===== src/adc_seq_defs.svh =====
`ifndef ADC_SEQ_DEFS_SVH
`define ADC_SEQ_DEFS_SVH
// Register offsets (low address bits of the converter block)
`define OFS_CONTROL       12'h500
`define OFS_POS_CHANNEL   12'h504
`define OFS_NEG_CHANNEL   12'h508
`define OFS_STATUS        12'h50C
`define OFS_RESULT        12'h510
`define OFS_REG_RESET     12'h514
`define OFS_PORT0_CONFIG  12'h518
// Reset values
`define CONTROL_RESET     16'h0A00
`define CHANNEL_RESET     5'h00
`define PORT0_RESET       1'h0
// Control field positions
`define CTL_DIV_HI        13
`define CTL_DIV_LO        11
`define CTL_ACQ_HI        10
`define CTL_ACQ_LO        8
`define CTL_ENABLE        7
`define CTL_POWER         5
`define CTL_MODE_HI       4
`define CTL_MODE_LO       3
`define CTL_TRIG_HI       2
`define CTL_TRIG_LO       0
// Codes
`define MODE_DIFF         2'h1
`define TRIG_PIN          3'h0
`define TRIG_TIMER1       3'h1
`define TRIG_TIMER0       3'h2
`define TRIG_SINGLE       3'h3
`define TRIG_CONT         3'h4
`define TRIG_PLA          3'h5
`define CHAN_TEMP         5'h0D
// Timing counts in converter clocks; TEMP_DIV_VAL is a divide ratio in system clocks
`define OVERHEAD_CLKS     7'd19
`define TEMP_ACQ_CLKS     7'd64
`define TEMP_ACQ_VAL      7'd16
`define TEMP_DIV_VAL      6'd32
`endif


===== src/adc_seq_pkg.sv =====
`default_nettype none
package adc_seq_pkg;
  typedef enum logic [1:0] {
    ST_IDLE = 2'b00,
    ST_ACQ  = 2'b01,
    ST_CONV = 2'b10
  } seq_state_e;

  // Timing latched at the start of a conversion
  typedef struct packed {
    logic [6:0] acq_clks;
    logic [5:0] div;
  } timing_s;

  // Register bus request
  typedef struct packed {
    logic        wr;
    logic        rd;
    logic [11:0] addr;
    logic [31:0] wdata;
  } mmr_req_s;
endpackage
`default_nettype wire


===== src/adc_sequencing_control.sv =====
`include "adc_seq_defs.svh"
`timescale 1ns/1ps
`default_nettype none
module adc_sequencing_control (
  input  wire logic                  sys_clk,
  input  wire logic                  resetn,
  input  wire adc_seq_pkg::mmr_req_s mmr_req,
  output logic [31:0]                mmr_rdata,
  input  wire logic                  external_convert_pin,
  input  wire logic                  timer0_pulse,
  input  wire logic                  timer1_pulse,
  input  wire logic                  pla_pulse,
  input  wire logic [11:0]           core_result,
  output logic [4:0]                 positive_channel_select,
  output logic [4:0]                 negative_channel_select,
  output logic [1:0]                 conv_mode,
  output logic                       temp_sensor_selected,
  output logic                       converter_power_up,
  output logic                       conv_clk_tick,
  output logic                       acquire_phase,
  output logic                       trial_phase,
  output logic                       converter_busy_out,
  output logic                       converter_irq,
  output logic                       port0_busy_out,
  output logic                       port0_busy_oe
);
  // Converter clock divide ratio for a field code
  function automatic logic [5:0] div_decode(input logic [2:0] code);
    div_decode = (code > 3'h5) ? 6'd32 : 6'(6'd1 << code);
  endfunction

  // Acquisition clocks for a field code
  function automatic logic [6:0] acq_decode(input logic [2:0] code);
    acq_decode = (code > 3'h5) ? 7'd64 : 7'(7'd2 << code);
  endfunction

  logic [15:0]             control_r;
  logic [4:0]              pos_r;
  logic [4:0]              neg_r;
  logic                    ready_r;
  logic [31:0]             result_r;
  logic                    port0_r;
  logic [31:0]             rdata_r;
  adc_seq_pkg::seq_state_e state_r;
  adc_seq_pkg::seq_state_e state_nxt;
  adc_seq_pkg::timing_s    timing_r;
  logic [5:0]              div_cnt_r;
  logic [6:0]              phase_cnt_r;
  logic                    pin_meta_r;
  logic                    pin_sync_r;
  logic                    t0_d_r;
  logic                    t1_d_r;
  logic                    pla_d_r;

  // Bus decode
  wire hit_ctl   = mmr_req.addr == `OFS_CONTROL;
  wire hit_pos   = mmr_req.addr == `OFS_POS_CHANNEL;
  wire hit_neg   = mmr_req.addr == `OFS_NEG_CHANNEL;
  wire hit_sta   = mmr_req.addr == `OFS_STATUS;
  wire hit_dat   = mmr_req.addr == `OFS_RESULT;
  wire hit_rst   = mmr_req.addr == `OFS_REG_RESET;
  wire hit_p0    = mmr_req.addr == `OFS_PORT0_CONFIG;
  wire reg_reset = mmr_req.wr && hit_rst;
  wire dat_read  = mmr_req.rd && hit_dat;

  // Field views
  wire [2:0] trig_sel  = control_r[`CTL_TRIG_HI:`CTL_TRIG_LO];
  wire       run_ok    = control_r[`CTL_ENABLE] && control_r[`CTL_POWER];
  wire       temp_chan = pos_r == `CHAN_TEMP;

  // Timing chosen for the next conversion; user timing fields never rewritten
  wire adc_seq_pkg::timing_s timing_sel = temp_chan ?
    '{acq_clks: `TEMP_ACQ_VAL, div: `TEMP_DIV_VAL} :
    '{acq_clks: acq_decode(control_r[`CTL_ACQ_HI:`CTL_ACQ_LO]),
      div:      div_decode(control_r[`CTL_DIV_HI:`CTL_DIV_LO])};

  // Trigger source select; pin is level so a held pin repeats
  wire t0_rise  = timer0_pulse && !t0_d_r;
  wire t1_rise  = timer1_pulse && !t1_d_r;
  wire pla_rise = pla_pulse && !pla_d_r;
  wire trigger  = (trig_sel == `TRIG_PIN)    ? pin_sync_r :
                  (trig_sel == `TRIG_TIMER1) ? t1_rise :
                  (trig_sel == `TRIG_TIMER0) ? t0_rise :
                  (trig_sel == `TRIG_SINGLE) ? 1'b1 :
                  (trig_sel == `TRIG_CONT)   ? 1'b1 :
                  (trig_sel == `TRIG_PLA)    ? pla_rise : 1'b0;

  // Converter clock tick from divider; phase ends gated by state, since
  // one phase counter serves both and the counts overlap
  wire tick      = (state_r != adc_seq_pkg::ST_IDLE) &&
                   (div_cnt_r == 6'(timing_r.div - 6'd1));
  wire acq_done  = tick && (state_r == adc_seq_pkg::ST_ACQ) &&
                   (phase_cnt_r == 7'(timing_r.acq_clks - 7'd1));
  wire conv_done = tick && (state_r == adc_seq_pkg::ST_CONV) &&
                   (phase_cnt_r == 7'(`OVERHEAD_CLKS - 7'd1));
  wire start     = (state_r == adc_seq_pkg::ST_IDLE) && run_ok && trigger;

  // Result formatting with sign extension in differential mode
  wire        diff_mode = control_r[`CTL_MODE_HI:`CTL_MODE_LO] == `MODE_DIFF;
  wire [3:0]  sign_ext  = diff_mode ? {4{core_result[11]}} : 4'h0;
  wire [31:0] result_fmt = {sign_ext, core_result, 16'h0000};

  // Read multiplexer
  wire [31:0] rd_mux = hit_ctl ? {16'h0000, control_r} :
                       hit_pos ? {27'h0, pos_r} :
                       hit_neg ? {27'h0, neg_r} :
                       hit_sta ? {31'h0, ready_r} :
                       hit_dat ? result_r :
                       hit_p0  ? {31'h0, port0_r} : 32'h0000_0000;

  // Sequencer next state
  always_comb begin
    state_nxt = state_r;
    case (state_r)
      adc_seq_pkg::ST_IDLE: if (start) state_nxt = adc_seq_pkg::ST_ACQ;
      adc_seq_pkg::ST_ACQ:  if (acq_done) state_nxt = adc_seq_pkg::ST_CONV;
      adc_seq_pkg::ST_CONV: if (conv_done) state_nxt = adc_seq_pkg::ST_IDLE;
      default:              state_nxt = adc_seq_pkg::ST_IDLE;
    endcase
  end

  // Sequencer state, timing latch and counters
  always_ff @(posedge sys_clk or negedge resetn) begin
    if (!resetn) begin
      state_r     <= adc_seq_pkg::ST_IDLE;
      timing_r    <= '{acq_clks: 7'd8, div: 6'd2};
      div_cnt_r   <= 6'd0;
      phase_cnt_r <= 7'd0;
    end else begin
      state_r <= state_nxt;
      if (start) begin
        timing_r    <= timing_sel;
        div_cnt_r   <= 6'd0;
        phase_cnt_r <= 7'd0;
      end else if (state_r != adc_seq_pkg::ST_IDLE) begin
        div_cnt_r <= tick ? 6'd0 : 6'(div_cnt_r + 6'd1);
        if (acq_done || conv_done) begin
          phase_cnt_r <= 7'd0;
        end else if (tick) begin
          phase_cnt_r <= 7'(phase_cnt_r + 7'd1);
        end
      end
    end
  end

  // Pin synchroniser and trigger edge history
  always_ff @(posedge sys_clk or negedge resetn) begin
    if (!resetn) begin
      pin_meta_r <= 1'b0;
      pin_sync_r <= 1'b0;
      t0_d_r     <= 1'b0;
      t1_d_r     <= 1'b0;
      pla_d_r    <= 1'b0;
    end else begin
      pin_meta_r <= external_convert_pin;
      pin_sync_r <= pin_meta_r;
      t0_d_r     <= timer0_pulse;
      t1_d_r     <= timer1_pulse;
      pla_d_r    <= pla_pulse;
    end
  end

  // Control and channel registers; reset command wins over a write
  always_ff @(posedge sys_clk or negedge resetn) begin
    if (!resetn) begin
      control_r <= `CONTROL_RESET;
      pos_r     <= `CHANNEL_RESET;
      neg_r     <= `CHANNEL_RESET;
      port0_r   <= `PORT0_RESET;
    end else if (reg_reset) begin
      control_r <= `CONTROL_RESET;
      pos_r     <= `CHANNEL_RESET;
      neg_r     <= `CHANNEL_RESET;
      port0_r   <= `PORT0_RESET;
    end else begin
      if (mmr_req.wr && hit_ctl) begin
        control_r <= mmr_req.wdata[15:0];
      end else if (conv_done && trig_sel == `TRIG_SINGLE) begin
        control_r[`CTL_TRIG_HI:`CTL_TRIG_LO] <= `TRIG_PIN;
      end
      if (mmr_req.wr && hit_pos) pos_r <= mmr_req.wdata[4:0];
      if (mmr_req.wr && hit_neg) neg_r <= mmr_req.wdata[4:0];
      if (mmr_req.wr && hit_p0) port0_r <= mmr_req.wdata[0];
    end
  end

  // Result, ready flag and read data; completion beats a clearing read
  always_ff @(posedge sys_clk or negedge resetn) begin
    if (!resetn) begin
      result_r <= 32'h0000_0000;
      ready_r  <= 1'b0;
      rdata_r  <= 32'h0000_0000;
    end else begin
      if (conv_done) begin
        result_r <= result_fmt;
        ready_r  <= 1'b1;
      end else if (dat_read || reg_reset) begin
        ready_r  <= 1'b0;
      end
      if (reg_reset && !conv_done) result_r <= 32'h0000_0000;
      if (mmr_req.rd) rdata_r <= rd_mux;
    end
  end

  // Outputs to the analog core and pins
  assign mmr_rdata               = rdata_r;
  assign positive_channel_select = pos_r;
  assign negative_channel_select = neg_r;
  assign temp_sensor_selected    = temp_chan;
  assign conv_mode               = control_r[`CTL_MODE_HI:`CTL_MODE_LO];
  assign converter_power_up      = control_r[`CTL_POWER];
  assign conv_clk_tick           = tick;
  assign acquire_phase           = state_r == adc_seq_pkg::ST_ACQ;
  assign trial_phase             = state_r == adc_seq_pkg::ST_CONV;
  assign converter_busy_out      = state_r != adc_seq_pkg::ST_IDLE;
  assign converter_irq           = ready_r;
  assign port0_busy_out          = converter_busy_out && port0_r;
  assign port0_busy_oe           = port0_r;
endmodule
`default_nettype wire


===== config.mk =====
export PLATFORM = sky130hd
export DESIGN_NAME = adc_sequencing_control
export DESIGN_NICKNAME = d
export VERILOG_FILES = /design/src/adc_seq_pkg.sv /design/src/adc_sequencing_control.sv
export VERILOG_INCLUDE_DIRS = /design/src
export SDC_FILE = /design/constraint.sdc
export NUM_CORES = 1
export LEC_CHECK = 0
export BUFFER_PORTS_ARGS = -buffer_cell sky130_fd_sc_hd__buf_2
export CAP_MARGIN = 20
export CELL_PAD_IN_SITES_DETAIL_PLACEMENT = 1
export CELL_PAD_IN_SITES_GLOBAL_PLACEMENT = 1
export CORE_MARGIN = 2
export CORE_UTILIZATION = 31
export DETAILED_ROUTE_END_ITERATION = 16
export GPL_TIMING_DRIVEN = 0
export PLACE_DENSITY = 0.74
export SLEW_MARGIN = 20
export SYNTH_ARGS = -nofsm -noshare
export SYNTH_HDL_FRONTEND = slang
export SYNTH_SLANG_ARGS = --single-unit

===== constraint.sdc =====
create_clock -name sys_clk -period 2.81 [get_ports sys_clk]
set_input_delay 0.843 -clock sys_clk [delete_from_list [all_inputs] [get_ports sys_clk]]
set_output_delay 0.843 -clock sys_clk [all_outputs]
set_load 0.005 [all_outputs]

==> out/qor.txt <==
Setup crit end: conv_clk_tick
height of the chip: 130 um
global-route wire length before repair: 22.8 mm
fin nets: 696
DR iter-0 viols: 140
Synth cell types: 56
most common flop cell mapped by yosys: dfrtp_1
syn nets: 581
Core ar.: 0.0157 mm^2
CTS root buffer: clkbuf_16
Post-Synth XOR/XNOR Area: 3.72%
compound-cell area share of the yosys netlist: 13.1%
fin crit share: 101%
PD cells: 485 mW/mm^2
wire per inst: 16.4 um
row cnt: 46
DRT antenna net count: 0
Die W: 130 um
HPWL after DPL: 10.4 mm
CTS tree: yes
Yosys reg bits: 102
RSZ-0062 raised after global routing: true
WS Path Type: reg2out
largest family of logic cells by synthesized area: simple AND/OR/NAND/NOR gates
Clock Latency Late Sink: 0.35 ns
Synth warnings: 0
post-synthesis adder-cell area fraction: 1.27%
Syn Area/Cell: 9.65 um^2
TritonRoute pass-1 iters: 4
Simple-Gate Fraction of Synth Area: 19.1%
I/O pins: 117
final hold vios: 0
async set-reset flop share out of synthesis: 100%
vias per std cell: 4.91
R2R depth: 7
fin worst setup slack: -0.0162 ns
crit end category: output pin
share of the synthesized area in the top cell type: 49.6%
layout cells sized above 1: 24.5%
outcome: finished with violations
# clock sinks: 102
largest net degree at the start of global routing: 61
Die Footprint: 0.0170 mm^2
IO buf count: 99
diode count: 0
r2r setup slk: 0.42 ns
Syn Inst Count: 512
failing checks: setup timing
worst flop-to-flop path startpoint: control_r[0]
final setup vio count: 1
Post-CTS Hold Buffers: 0
EDFF count, synth: 0
Max VDD drop: 221 uV
Hold WC Path Type: reg2reg
Slew headroom: 49.5%
CTS Buf Count: 9
count leader, synth: dfrtp_1
sequential fraction of the synthesis area: 51.7%
crit-path max FO: 3
actual slew at the worst max-slew pin: 0.749 ns
final setup TNS: -0.0162 ns
total congestion overflow: 0
Starting Density: 31.5%
routed vias: 4,167
vias in the first global route: 4,589
Final Skew: 0.00513 ns
leakage power: 2.92 nW
clock-pin slew on the worst setup and hold paths: 0.07 ns
Post-synth top cells: dfrtp_1, nand2_1, inv_1
clk buf depth: 2
DR DRC count: 0
ranking of synthesized cells by area: dfrtp_1, o21ai_0, nand2_1
min Tclk post-route: 2.83 ns
largest area contributor in the netlist: dfrtp_1
crit start category: flip-flop
Crit path required time: 1.97 ns
Global Route Usage Sum: 17.2%
initial antenna violation count: 1
final WL: 13.9 mm
mux cell area share after synthesis: 3.85%
mapped cell area: 0.00494 mm^2
H-tree Lvls: 3
CP Launch Point: timing_r[1]
Final Core Density: 39.1%
GPL Wtd Cong: 0.836
FMAX: 354 MHz
area delta synth->final: 24.5%
Critical Path AT: 1.98 ns
reg2reg end: timing_r[7]
final-report max-slew violation count: 0
max_cap viols: 0
Power, Total: 2.98 mW
[what timing repair did]
item                       CTS  global route
buffers inserted             5             1
setup endpoints to repair    1             1
gates resized for setup     11             2
pin swaps                    4             1
[critical path, cell delays in order (launching register included)]
cell and delay [ns]:
dfstp_2 0.54, inv_2 0.05, ha_4 0.15, or3_4 0.33, a31oi_4 0.20, and3b_2 0.25, buf_6 0.11
[sequential cells by signal, summed over array words and instances (netlist names)]
name and count:
timing_r 12, result_r 13, phase_cnt_r 7, pin_meta_r 1, pla_d_r 1, state_r 2, control_r 16, t0_d_r 1
positive_channel_select 5, pin_sync_r 1, div_cnt_r 6, converter_irq 1, negative_channel_select 5, t1_d_r 1, port0_busy_oe 1, mmr_rdata 29
[cell families (layout without fill, tap and decap cells)]
group	after synthesis	after routing
AOI/OAI and AO/OA	103	103
xor gates and xnor gates	21	21
adders and majority gates	5	5
buffers and inverters	83	203
DFF	102	102
muxes	19	19
and+or+nand+nor	179	179
[layout make-up]
| class | count | area (um^2) |
|---|---|---|
| Sequential cell | 102 | 2560 |
| Multi-Input combinational cell | 327 | 2070 |
| Clock buffer | 9 | 225 |
| Buffer | 28 | 145 |
| Timing Repair Buffer | 106 | 581 |
| Clock inverter | 7 | 98.8 |
| Inverter | 53 | 199 |
| Fill cell | 1820 | 9560 |
| Tap cell | 216 | 270 |
[worst min path at each step]
stage / start / to / slack, ns / depth (start not counted)
2_1_floorplan: pin_meta_r / pin_sync_r / 0.33 / 0
3_3_place_gp: pin_meta_r / pin_sync_r / 0.34 / 0
3_5_place_dp: pin_meta_r / pin_sync_r / 0.34 / 0
4_1_cts: pin_meta_r / pin_sync_r / 0.36 / 0
5_1_grt: pin_meta_r / pin_sync_r / 0.36 / 0
6_report: pin_meta_r / pin_sync_r / 0.35 / 0
[power by group]
| part | switching [mW] | internal, mW | total [mW] |
|---|---|---|---|
| registers | 0.0109 | 1.48 | 1.49 |
| clock network | 0.573 | 0.784 | 1.36 |
| logic | 0.0829 | 0.0480 | 0.131 |
| total | 0.667 | 2.31 | 2.98 |
[layer usage]
metal / vias to the layer above / wire length, um / global-route usage [%]
met5: - / 13 / 0
met4: 2 / 202 / 5.19
met3: 15 / 654 / 4.51
met2: 82 / 7220 / 30.7
met1: 2102 / 5810 / 20.4
li1: 1966 / - / -
[layout by cell type, fill, tap and decap left out, drive strengths merged, types with 7 or more instances in the layout]
cell type	count
nand3	22
a31oi	7
xor2	9
mux2i	19
nor2b	10
nor3	8
o21ai	53
a22o	12
buf	119
inv	52
a21oi	8
nand2	57
clkbuf	24
dfrtp	98
nand3b	7
xnor2	12
nor2	42
[per-stage QoR]
| step | hold slack [ns] | instance area [um^2] | setup slack (ns) | std cells |
|---|---|---|---|---|
| 2_1_floorplan | 0.331 | 4940 | 0.280 | 512 |
| 3_3_place_gp | 0.337 | 5710 | -0.189 | 827 |
| 3_5_place_dp | 0.339 | 5740 | -0.0885 | 828 |
| 4_1_cts | 0.356 | 6160 | -0.111 | 849 |
| 5_1_grt | 0.357 | 6150 | -0.0678 | 848 |
| 6_report | 0.352 | 6150 | -0.0162 | 848 |
Power figures use the tool's default switching activity.
